**config.mk**
```make
export PLATFORM = sky130hd
export DESIGN_NAME = dr1_record
export DESIGN_NICKNAME = d
export VERILOG_FILES = /design/src/rtl/dr1_pkg.sv /design/src/rtl/dr1_flag_if.sv /design/src/rtl/dr1_flags.sv /design/src/rtl/dr1_record.sv
export VERILOG_INCLUDE_DIRS = /design/src /design/src/rtl
export SDC_FILE = /design/constraint.sdc
export NUM_CORES = 1
export LEC_CHECK = 0
export BUFFER_PORTS_ARGS = -buffer_cell sky130_fd_sc_hd__buf_2
export CAP_MARGIN = 20
export CORE_ASPECT_RATIO = 1.5
export CORE_UTILIZATION = 46
export CTS_BUF_LIST = sky130_fd_sc_hd__clkbuf_16
export DETAILED_ROUTE_END_ITERATION = 12
export PLACE_DENSITY = 0.82
export SLEW_MARGIN = 40
export SYNTH_ARGS = -nofsm -noshare
export SYNTH_HDL_FRONTEND = slang
export SYNTH_SLANG_ARGS = --single-unit
```
**constraint.sdc**
```tcl
create_clock -name ref_clk -period 1.4 [get_ports ref_clk]
set_input_delay 0 -clock ref_clk [delete_from_list [all_inputs] [get_ports ref_clk]]
set_output_delay 0 -clock ref_clk [all_outputs]
set_load 0.005 [all_outputs]
```
**src/rtl/dr1_defs.svh**
```systemverilog
/*
 Constants of the extended diagnostic record builder: register offsets,
 field positions, fixed record codes and reset values.
 Assumes it is included by bare name from the package and the record builder.
*/
// Function
// - Record is 16 bytes, basic four first
// - Alarm variant: byte 4 type code 70h
// - Counter variant: byte 4 type code 76h
// - Byte 4 bit 7 flags more types
// - Byte 5 holds 08h bits per channel
// - Alarm variant: byte 6 holds 08h channels
// - Counter variant: byte 6 holds 04h channels
// - Alarm byte 7: four input group errors
// - Counter byte 7: one error per counter
// - Alarm bytes 8-11: lost flags, even bits
// - Counters 0-2: bit2 overflow, bit3 compare lost
// - Counter 3 byte 11: five lost flags
// - Going message only while release enabled
`ifndef DR1_DEFS_SVH
`define DR1_DEFS_SVH

// ----------------------------------------------------------------
// Register byte offsets
// ----------------------------------------------------------------
`define DR1_A_REC0       8'h00
`define DR1_A_REC1       8'h04
`define DR1_A_REC2       8'h08
`define DR1_A_REC3       8'h0c
`define DR1_A_CTRL       8'h10
`define DR1_A_STAT       8'h14
`define DR1_A_MASK       8'h18

// ----------------------------------------------------------------
// Control, status and mask fields
// ----------------------------------------------------------------
`define DR1_CTRL_VAR     0
`define DR1_CTRL_MORE    1
`define DR1_CTRL_REL     2
`define DR1_CTRL_W       3
`define DR1_CTRL_RST     3'h0
`define DR1_ST_LOST      0
`define DR1_ST_COME      1
`define DR1_ST_GO        2
`define DR1_ST_W         3
`define DR1_ST_RST       3'h0
`define DR1_MASK_RST     3'h0

// ----------------------------------------------------------------
// Fixed record contents
// ----------------------------------------------------------------
`define DR1_TYPE_DI      7'h70
`define DR1_TYPE_FM      7'h76
`define DR1_BITS_PER_CH  8'h08
`define DR1_CH_DI        8'h08
`define DR1_CH_FM        8'h04
`define DR1_FM_OVF_BIT   2
`define DR1_FM_CMP_BIT   3
`define DR1_LOST_W       16
`define DR1_GRP_W        4
`define DR1_NUM_DI       8
`define DR1_NUM_CNT      4
`define DR1_NUM_DI_LOST  16
`define DR1_LOST_DI_MASK 16'hffff
`define DR1_LOST_FM_MASK 16'h07ff
`define DR1_GRP_RST      4'h0

`endif

```
**src/rtl/dr1_pkg.sv**
```systemverilog
/*
 Types used by the record builder; the flag store does not import them.
 Assumes dr1_defs.svh is on the include path.
*/
`include "dr1_defs.svh"

package dr1_pkg;
    // Function variant served by the record
    typedef enum logic {
        DR1_ALARM,
        DR1_COUNTER
    } dr1_variant_t;

    typedef logic [`DR1_LOST_W-1:0] dr1_lost_t;
endpackage

```
**src/rtl/dr1_flag_if.sv**
```systemverilog
/*
 Interface between the record builder and the sticky lost-flag store.
 Assumes both ends run on the same clock.
*/
`timescale 1ns/100ps
`default_nettype none

interface dr1_flag_if #(
    parameter int W = 16
);
    logic [W-1:0] set;
    logic         clr_all;
    logic [W-1:0] q;

    modport owner (input set, input clr_all, output q);
    modport user  (output set, output clr_all, input q);
endinterface

`default_nettype wire

```
**src/rtl/dr1_flags.sv**
```systemverilog
/*
 Sticky store for the lost-process-interrupt flags.
 Assumes set pulses come from logic on ref_clk.
*/
`timescale 1ns/100ps
`default_nettype none

module dr1_flags #(
    parameter int W = 16
) (
    input  wire logic   ref_clk,
    input  wire logic   arst_n,
    dr1_flag_if.owner   fl
);
    logic [W-1:0] flag_q;
    logic [W-1:0] flag_d;

    // A new loss in the clearing cycle survives the clear
    assign flag_d = (flag_q & ~{W{fl.clr_all}}) | fl.set;
    assign fl.q   = flag_q;

    // Flag register
    always_ff @(posedge ref_clk or negedge arst_n) begin
        if (!arst_n) begin
            flag_q <= '0;
        end else begin
            flag_q <= flag_d;
        end
    end
endmodule

`default_nettype wire

```
**src/rtl/dr1_record.sv**
```systemverilog
/*
 Builder of the 16-byte extended diagnostic record for the alarm-input
 and counter variants, with its register port and interrupt.
 Assumes all inputs come from logic on ref_clk; the basic record is
 supplied ready-made by the host unit.
*/
// The plain strobed port and the address map were decided locally.
`timescale 1ns/100ps
`include "dr1_defs.svh"
`default_nettype none

module dr1_record
    import dr1_pkg::*;
#(
    parameter int NUM_DI  = `DR1_NUM_DI,
    parameter int NUM_CNT = `DR1_NUM_CNT
) (
    input  wire logic        ref_clk,
    input  wire logic        arst_n,
    input  wire logic [7:0]  reg_addr,
    input  wire logic [31:0] reg_wdata,
    input  wire logic        reg_wr,
    input  wire logic        reg_rd,
    output logic      [31:0] reg_rdata,
    input  wire logic [31:0] basic_rec,
    input  wire logic [3:0]  group_err,
    input  wire logic [15:0] lost_evt,
    output logic             diag_coming,
    output logic             diag_going,
    output logic             irq
);

    // ----------------------------------------------------------------
    // Elaboration checks
    // ----------------------------------------------------------------

    // The record layout only has room for these channel counts
    if (NUM_DI != `DR1_NUM_DI) begin : g_chk_di
        $error("NUM_DI must be 8");
    end
    if (NUM_CNT != `DR1_NUM_CNT) begin : g_chk_cnt
        $error("NUM_CNT must be 4");
    end

    // Sixteen alarm inputs must each find a flag in the store
    if (`DR1_LOST_W < `DR1_NUM_DI_LOST) begin : g_chk_lost
        $error("lost-flag store narrower than the alarm inputs");
    end

    // ----------------------------------------------------------------
    // Packing functions
    // ----------------------------------------------------------------

    // Alarm inputs: input n lands on word bit 2n, odd bits stay zero;
    // sixteen inputs fill bytes 8-11, four to a byte
    function automatic logic [31:0] pack_di(input logic [15:0] l);
        logic [31:0] r;
        r = '0;
        for (int i = 0; i < `DR1_NUM_DI_LOST; i++) begin
            r[2*i] = l[i];
        end
        return r;
    endfunction

    // Counters: two flags for counters 0-2, five for counter 3;
    // flags 15:11 have no place in this layout
    function automatic logic [31:0] pack_fm(input logic [15:0] l);
        logic [31:0] r;
        r = '0;
        for (int k = 0; k < `DR1_NUM_CNT - 1; k++) begin
            r[8*k + `DR1_FM_OVF_BIT] = l[2*k];
            r[8*k + `DR1_FM_CMP_BIT] = l[2*k + 1];
        end
        r[28:24] = l[10:6];
        return r;
    endfunction

    // Relevant lost inputs per variant; the rest are ignored
    function automatic logic [15:0] lost_mask(input dr1_variant_t v);
        logic [15:0] m;
        m = (v == DR1_ALARM) ? `DR1_LOST_DI_MASK : `DR1_LOST_FM_MASK;
        return m;
    endfunction

    // ----------------------------------------------------------------
    // Registers and wires
    // ----------------------------------------------------------------
    logic [`DR1_CTRL_W-1:0] ctrl_q;
    logic [`DR1_CTRL_W-1:0] ctrl_d;
    logic [`DR1_ST_W-1:0]   stat_q;
    logic [`DR1_ST_W-1:0]   stat_d;
    logic [`DR1_ST_W-1:0]   mask_q;
    logic [`DR1_ST_W-1:0]   mask_d;
    logic [3:0]             grp_q;
    logic [31:0]            rdata_q;
    logic [31:0]            rdata_d;
    logic                   coming_q;
    logic                   going_q;

    dr1_variant_t           variant;
    logic                   more_types;
    logic                   release_en;
    logic [6:0]             type_code;
    logic [7:0]             chan_count;
    logic [31:0]            word0;
    logic [31:0]            word1;
    logic [31:0]            word2;
    logic [31:0]            word3;

    logic                   hit_rec0;
    logic                   hit_rec1;
    logic                   hit_rec2;
    logic                   hit_rec3;
    logic                   hit_ctrl;
    logic                   hit_stat;
    logic                   hit_mask;
    logic                   wr_ctrl;
    logic                   wr_mask;
    logic                   rd_stat;
    logic                   rd_lost;
    logic                   var_change;

    logic [15:0]            lost_set;
    logic                   any_lost;
    logic                   err_rise;
    logic                   err_fall;
    logic [`DR1_ST_W-1:0]   stat_set;

    dr1_flag_if #(.W(`DR1_LOST_W)) flag_bus ();

    // ----------------------------------------------------------------
    // Address decode
    // ----------------------------------------------------------------

    // One word per register; unmapped addresses hit nothing
    // Exact compare, so a misaligned address also hits nothing
    assign hit_rec0 = (reg_addr == `DR1_A_REC0);
    assign hit_rec1 = (reg_addr == `DR1_A_REC1);
    assign hit_rec2 = (reg_addr == `DR1_A_REC2);
    assign hit_rec3 = (reg_addr == `DR1_A_REC3);
    assign hit_ctrl = (reg_addr == `DR1_A_CTRL);
    assign hit_stat = (reg_addr == `DR1_A_STAT);
    assign hit_mask = (reg_addr == `DR1_A_MASK);

    // Strobe qualification
    assign wr_ctrl  = reg_wr & hit_ctrl;
    assign wr_mask  = reg_wr & hit_mask;
    assign rd_stat  = reg_rd & hit_stat;
    assign rd_lost  = reg_rd & hit_rec2;

    // ----------------------------------------------------------------
    // Control fields
    // ----------------------------------------------------------------

    // Variant, more-types flag and diagnostic interrupt release
    assign variant    = ctrl_q[`DR1_CTRL_VAR] ? DR1_COUNTER : DR1_ALARM;
    assign more_types = ctrl_q[`DR1_CTRL_MORE];
    assign release_en = ctrl_q[`DR1_CTRL_REL];
    // A write that flips the variant invalidates the lost flags
    assign var_change = wr_ctrl &
                        (reg_wdata[`DR1_CTRL_VAR] != ctrl_q[`DR1_CTRL_VAR]);

    // Writes to control and mask store the low bits only
    assign ctrl_d = wr_ctrl ? reg_wdata[`DR1_CTRL_W-1:0] : ctrl_q;
    assign mask_d = wr_mask ? reg_wdata[`DR1_ST_W-1:0] : mask_q;

    // ----------------------------------------------------------------
    // Lost-flag store
    // ----------------------------------------------------------------

    // Flags belong to one variant, so a variant switch wipes them;
    // reading the lost-flag word hands them to software and clears them
    // (the read returns the values held before the clear)
    assign lost_set         = lost_evt & lost_mask(variant);
    assign flag_bus.set     = lost_set;
    assign flag_bus.clr_all = rd_lost | var_change;

    dr1_flags #(
        .W (`DR1_LOST_W)
    ) u_flags (
        .ref_clk (ref_clk),
        .arst_n  (arst_n),
        .fl      (flag_bus.owner)
    );

    // ----------------------------------------------------------------
    // Record assembly
    // ----------------------------------------------------------------

    // Channel type and channel count per variant
    // The counter code marks the block as a function module
    assign type_code  = (variant == DR1_ALARM) ? `DR1_TYPE_DI
                                               : `DR1_TYPE_FM;
    assign chan_count = (variant == DR1_ALARM) ? `DR1_CH_DI
                                               : `DR1_CH_FM;

    // Bytes 0-3 repeat the basic record
    assign word0 = basic_rec;

    // Bytes 4-7: type, bits per channel, channels, group errors;
    // group bits mean input groups or counters by variant
    assign word1 = {4'h0, grp_q,
                    chan_count,
                    `DR1_BITS_PER_CH,
                    more_types, type_code};

    // Bytes 8-11: lost flags in the variant's layout
    assign word2 = (variant == DR1_ALARM) ? pack_di(flag_bus.q)
                                          : pack_fm(flag_bus.q);

    // Bytes 12-15 are reserved
    assign word3 = 32'h0000_0000;

    // ----------------------------------------------------------------
    // Read data
    // ----------------------------------------------------------------

    // Unmapped reads return zero; the output is registered so that
    // software sees data only in the cycle after its read strobe
    assign rdata_d = !reg_rd  ? 32'h0000_0000 :
                     hit_rec0 ? word0 :
                     hit_rec1 ? word1 :
                     hit_rec2 ? word2 :
                     hit_rec3 ? word3 :
                     hit_ctrl ? {29'h0, ctrl_q} :
                     hit_stat ? {29'h0, stat_q} :
                     hit_mask ? {29'h0, mask_q} :
                                32'h0000_0000;

    // ----------------------------------------------------------------
    // Events and interrupt
    // ----------------------------------------------------------------

    // Error transitions across the channel groups
    // Image starts at zero, the no-error level, so an error present when reset ends makes a rising edge
    assign any_lost = |lost_set;
    assign err_rise = |(group_err & ~grp_q);
    assign err_fall = |(~group_err & grp_q);

    // Diagnostic messages need the release; a cleared error only
    // reports its going while the release is still on
    assign stat_set[`DR1_ST_LOST] = any_lost;
    assign stat_set[`DR1_ST_COME] = err_rise & release_en;
    assign stat_set[`DR1_ST_GO]   = err_fall & release_en;

    // Read clears status; an event in the same cycle wins
    assign stat_d = (stat_q & ~{`DR1_ST_W{rd_stat}}) | stat_set;

    // ----------------------------------------------------------------
    // Interrupt and outputs
    // ----------------------------------------------------------------

    // Level interrupt from unmasked status; it stays high until
    // software reads the status word or masks the bits
    assign irq = |(stat_q & mask_q);

    // Data outputs come straight from flip-flops
    assign reg_rdata   = rdata_q;
    assign diag_coming = coming_q;
    assign diag_going  = going_q;

    // ----------------------------------------------------------------
    // Flip-flops
    // ----------------------------------------------------------------

    // Software-visible registers
    // Reset leaves the alarm variant, release off, all masked
    always_ff @(posedge ref_clk or negedge arst_n) begin
        if (!arst_n) begin
            ctrl_q <= `DR1_CTRL_RST;
            mask_q <= `DR1_MASK_RST;
            stat_q <= `DR1_ST_RST;
        end else begin
            ctrl_q <= ctrl_d;
            mask_q <= mask_d;
            stat_q <= stat_d;
        end
    end

    // Group error image and one-cycle message pulses
    // Messages rise in the same cycle as their status bit
    always_ff @(posedge ref_clk or negedge arst_n) begin
        if (!arst_n) begin
            grp_q    <= `DR1_GRP_RST;
            coming_q <= 1'b0;
            going_q  <= 1'b0;
        end else begin
            grp_q    <= group_err;
            coming_q <= stat_set[`DR1_ST_COME];
            going_q  <= stat_set[`DR1_ST_GO];
        end
    end

    // Read data stands for the cycle after the read strobe
    always_ff @(posedge ref_clk or negedge arst_n) begin
        if (!arst_n) begin
            rdata_q <= 32'h0000_0000;
        end else begin
            rdata_q <= rdata_d;
        end
    end

endmodule

`default_nettype wire

```
Word-level counts from Yosys, hierarchy flattened
Index checks and enable logic that the tools add are counted.

storage, ports and cells
  register bits after elaboration = 63

cells by class
  mux-type cells = 13
  eq/ne operators = 7
  bitwise logic cells = 20
  reductions and logical operators = 5

operators with widths
  kind                                                                   count
  31-bit 2-to-1 mux                                                      3
  32-bit 2-to-1 mux                                                      2
  16-bit bitwise AND                                                     2
  8-bit by 5-bit equality test with 1-bit output, second input constant  3
  8-bit by 4-bit equality test with 1-bit output, second input constant  2
  16-bit 2-to-1 mux                                                      1
  16-bit inverter                                                        1
  16-bit OR                                                              1
  16-bit OR reduction                                                    1
  3-bit 2-to-1 mux                                                       5
  4-bit bitwise AND                                                      2
  8-bit by 3-bit equality test with 1-bit output, second input constant  1
  8-bit logical NOT                                                      1
  4-bit inverter                                                         2
  4-bit OR reduction                                                     2
  1-bit bitwise AND                                                      7
  3-bit bitwise AND                                                      2
  4-bit 2-to-1 mux                                                       1
  3-bit inverter                                                         1
  3-bit OR                                                               1
  3-bit OR reduction                                                     1
  1-bit 2-to-1 mux                                                       1
  1-bit != test                                                          1
  1-bit OR                                                               1

Longest topological paths before layout
  depth in word-level cells = 9
  mapped depth = 7

By module
A second synthesis with hierarchy kept.

unflattened totals
  cell total of the unflattened synthesis = 246
  area, all modules = 2,776.4 µm²

by module, submodules not included
  module      instances  cells each  area each (µm²)
  dr1_record  1          212         2,233.4
  dr1_flags   1          34          543.0

Least setup slack after synthesis
OpenSTA, ideal clock, no wires.

  kind = register to register
  start = reg ctrl_q[0]
  end = reg stat_q[0]
  path slack = 97 ps
  data arrival time = 1,156 ps
  setup time = 147 ps
  path buffers = 2
  cell stages (with the launch flop) = 5
  cell sequence = dfrtp_1 -> buf_2 -> buf_1 -> o2111a_1 -> o221ai_1

on the way
  cells in the longest elaborated chain, start to end = 5

ends and longest elaborated chain
  item                         line               text
  from (decl)                  dr1_record.sv:88   logic [`DR1_CTRL_W-1:0] ctrl_q;
  from (signal assigned)       dr1_record.sv:270  ctrl_q <= `DR1_CTRL_RST;
  from (signal assigned)       dr1_record.sv:274  ctrl_q <= ctrl_d;
  1-bit 2-to-1 mux             dr1_record.sv:156  assign variant = ctrl_q[`DR1_CTRL_VAR] ? DR1_COUNTER : DR1_ALARM;
  16-bit 2-to-1 mux (no line)  --
  16-bit bitwise AND           dr1_record.sv:174  assign lost_set = lost_evt & lost_mask(variant);
  16-bit OR reduction          dr1_record.sv:236  assign any_lost = |lost_set;
  3-bit OR                     dr1_record.sv:247  assign stat_d = (stat_q & ~{`DR1_ST_W{rd_stat}}) | stat_set;
  net stat_d[0]                dr1_record.sv:91   logic [`DR1_ST_W-1:0] stat_d;
  to (signal assigned)         dr1_record.sv:272  stat_q <= `DR1_ST_RST;
  to (signal assigned)         dr1_record.sv:276  stat_q <= stat_d;
  to (decl)                    dr1_record.sv:90   logic [`DR1_ST_W-1:0] stat_q;

The timed path passes the listed nets, and every way through them passes these cells.
A chain may end at the register's enable or synchronous reset.

Worst setup path in the final report
  start = reg ctrl_q[0]
  end = reg rdata_q[26], in the netlist reg_rdata[26]

on the way
  cells in the longest elaborated chain, start to end = 6

ends and longest elaborated chain
  item                  line               text
  1-bit 2-to-1 mux      dr1_record.sv:156
  31-bit 2-to-1 mux     dr1_record.sv:208  assign word2 = (variant == DR1_ALARM) ? pack_di(flag_bus.q)
  31-bit 2-to-1 mux     dr1_record.sv:223  hit_rec2 ? word2 :
  31-bit 2-to-1 mux     dr1_record.sv:222  hit_rec1 ? word1 :
  32-bit 2-to-1 mux     dr1_record.sv:221  hit_rec0 ? word0 :
  32-bit 2-to-1 mux     dr1_record.sv:220  assign rdata_d = !reg_rd ? 32'h0000_0000 :
  net rdata_d[26]       dr1_record.sv:96   logic [31:0] rdata_d;
  to (signal assigned)  dr1_record.sv:299  rdata_q <= rdata_d;
  to (decl)             dr1_record.sv:95   logic [31:0] rdata_q;

The timed path passes the listed nets, and every way through them passes these cells.

==> results.sh <==
export IMPL_status="finished with violations"
export IMPL_violations="negative hold slack"
export IMPL_fp_dieW_um=64.60
export IMPL_fin_worst_skew_ps=11.60
export IMPL_reg2reg_from="ctrl_q[0]$_DFFE_PN0P_"
export IMPL_power_density_nw_per_um2=1135
export IMPL_yosysSeqAreaShare_pct=58.31
export IMPL_maxCapViolCount=0
export IMPL_switchingPower_mw=1.133
export IMPL_core_area_sq_um=5574
export IMPL_grt_pass1_wl_um=13980
export IMPL_cts_tree="built"
export IMPL_die_h_um=95.90
export IMPL_ys_seq_elements=63
export IMPL_antenna_cells=0
export IMPL_first_pass_iters=5
export IMPL_power_frac_comb_pct=9.4
export IMPL_rrSetupSlack_ps=10
export IMPL_clkLatencyLatePin_ps=340
export IMPL_cts_sinks=63
export IMPL_numCtsBuffers=9
export IMPL_io_pins=131
export IMPL_htree_num_levels=3
export IMPL_cp_cell_sequence="buf_4, mux2i_1, o21ai_1, o21ai_0, nor3_1"
export IMPL_ys_top_cells_by_area="dfrtp_1 (58%), a22o_1 (3.9%), mux2_2 (3.3%)"
export IMPL_drt_iter0_markers=226
export IMPL_final_util_pct=75.98
export IMPL_arrival_ps=1590
export IMPL_antenna_found_initial=0
export IMPL_worstPathRequired_ps=1600
export IMPL_rows=33
export IMPL_num_nets_final=487
export IMPL_async_reset_ff_share_pct=100.0
export IMPL_hold_depth=3
export IMPL_routed_wl_um=9090
export IMPL_dieArea_sq_um=6195
export IMPL_synth_flop_cell="dfrtp_1"
export IMPL_hp_start="basic_rec[25]"
export IMPL_wl_per_cell_um=19.51
export IMPL_synth_cells=220
export IMPL_rr_endpoint="reg_rdata[26]$_DFF_PN0_"
export IMPL_numPortBuffers=101
export IMPL_final_hold_viol_count=1
export IMPL_crit_path_top_delay_cell="dfrtp_1"
export IMPL_syn_area_per_cell_sq_um=12.29
export IMPL_relSlewSlack_pct=65.67
export IMPL_area_growth_syn_to_layout_pct=56.64
export IMPL_syn_nets=316
export IMPL_grt_pass1_vias=2760
export IMPL_synth_area_sq_um=2704
export IMPL_startpoint="ctrl_q[0]$_DFFE_PN0P_"
export IMPL_clkPwrFrac_pct=51.8
export IMPL_start_util_pct=48.51
export IMPL_place_congestion=0.9503
export IMPL_hold_class="in2reg"
export IMPL_finalSetupViolations=0
export IMPL_timing_fmax_mhz=721.2
export IMPL_post_cts_buffers=0
export IMPL_ant_nets=0
export IMPL_yosys_warnings=0
export IMPL_power_internal_mw=3.673
export IMPL_cp_max_fo=5
export IMPL_gr_total_overflow=0
export IMPL_synth_area_leader_cell="dfrtp_1"
export IMPL_clk_pin_slew_worst_paths_ps=60
export IMPL_period_minus_slack_ps=1387
export IMPL_drive_above_1_share_pct=38.64
export IMPL_clock_root_buffer="clkbuf_16"
export IMPL_fillCellCount=348
export IMPL_rsz0062_at_grt="no"
export IMPL_leakage_nw=2.088
export IMPL_worst_hold_slack_ps=-12.35
export IMPL_slew_violations=0
export IMPL_via_count=2630
export IMPL_tns_ps=0
export IMPL_critPathLaunchType="flop"
export IMPL_period_share_pct=99.05
export IMPL_post_synth_top_area_fraction_pct=58.31
export IMPL_worst_slew_pin_slew_ps=513.7
export IMPL_ys_types=52
export IMPL_drc=0
export IMPL_min_to="reg_rdata[25]$_DFF_PN0_"
export IMPL_vdd_drop_max_mv=0.8793
export IMPL_slowest_delay_ps=400
export IMPL_synth_edf_count=0
export IMPL_grt_use_total_pct=31.78
export IMPL_endpoint_kind="flop"
export IMPL_grt_max_degree=64
export IMPL_seq_power_share_pct=38.9
export IMPL_power_share_switching_pct=23.57
export IMPL_vias_per_cell=5.644
export IMPL_hpwl_um=5196
export IMPL_critPathKind="reg2reg"
export IMPL_reg2reg_depth=5
export IMPL_cts_buffer_depth=2
## critical path, delay by kind of cell (launching register included)
| kind | cells | cell delay [ps] |
|---|---|---|
| buffers and inverters | 1 | 180 |
| multiplexers | 1 | 360 |
| flip-flops | 1 | 400 |
| AO/OA/AOI/OAI | 2 | 220 |
| AND/OR/NAND/NOR | 1 | 80 |
## what timing repair did
action                                  CTS  global route
endpoints found under the setup margin    0             2
hold buffers                             50             0
endpoints found under the hold margin   115             0
resized for setup                         0             2
## cell usage in the layout, fill, tap and decap left out, types with 10 or more instances in the layout
cell type and instances:
nor2_1 11, buf_2 101, dlygate4sd3_1 50, o21ai_0 10, inv_1 10, a21o_1 11, dfrtp_1 63, a22o_1 12
buf_4 16
## logic make-up after synthesis
family / synth area share, %
AND/OR/NAND/NOR: 13.56
buffers and inverters: 3.424
multiplexers: 5.923
flip-flops: 58.31
XOR/XNOR: 0.3240
AO/OA/AOI/OAI: 18.46
## registers in the layout, indices dropped and copies added, names as in the netlist
register / count
mask_q: 3
reg_rdata: 32
u_flags.fl.q: 16
stat_q: 3
grp_q: 4
ctrl_q: 3
diag_coming: 1
diag_going: 1
## synthesized netlist by cell type, types with 3 or more instances
cell	n
o21bai_1	3
and2_1	9
nand3_1	6
nand2_1	5
a22o_1	12
mux2_2	8
nor3_1	7
inv_1	10
nor2_1	11
o21ai_0	12
a21o_1	11
clkbuf_1	3
dfrtp_1	63
mux2i_1	7
## worst max-delay path by stage
stage	cells after the start	slack [ps]	to
floorplan	4	100	stat_q[0]$_DFF_PN0_
global placement	5	-10	reg_rdata[0]$_DFF_PN0_
detailed placement	5	-30	reg_rdata[0]$_DFF_PN0_
CTS	5	80	reg_rdata[0]$_DFF_PN0_
global route	5	8	reg_rdata[26]$_DFF_PN0_
finish	5	10	reg_rdata[26]$_DFF_PN0_
## per-stage QoR
step | worst slack, ps | cells | area [sq um] | total power, mW
3_3_place_gp | -11.29 | 400 | 3406 | 2.217
6_report | 13.33 | 466 | 4235 | 4.806
5_1_grt | 8.094 | 466 | 4235 | 4.932
2_1_floorplan | 97.18 | 220 | 2704 | 2.007
4_1_cts | 83.72 | 466 | 4235 | 4.759
3_5_place_dp | -28.75 | 400 | 3406 | 2.226
## power by group through the flow
stage	Combinational, mW	Sequential (mW)	Clock, mW
CTS	0.440	1.87	2.45
global placement	0.320	1.90	0
finish	0.451	1.87	2.49
detailed placement	0.327	1.90	0
global route	0.486	1.87	2.58
floorplan	0.115	1.89	0
## metal layers
metal	track usage, %	vias up	part of all wire (%)
li1	-	1165	-
met1	31.91	1286	33
met2	58.86	152	56
met3	7.227	27	6.5
met4	19.26	0	4.5
met5	0	-	0
## final cells by class
cell class / instances / area [sq um] / area share (%)
Inverter: 11 / 41.29 / 0.9749
Tap cell: 70 / 87.58 / 2.068
Multi-Input combinational cell: 137 / 1035 / 24.43
Clock buffer: 9 / 225.2 / 5.318
Sequential cell: 63 / 1577 / 37.22
Timing Repair Buffer: 169 / 1166 / 27.53
Clock inverter: 7 / 103.9 / 2.452
No activity file was read; power rests on OpenSTA's default activity.
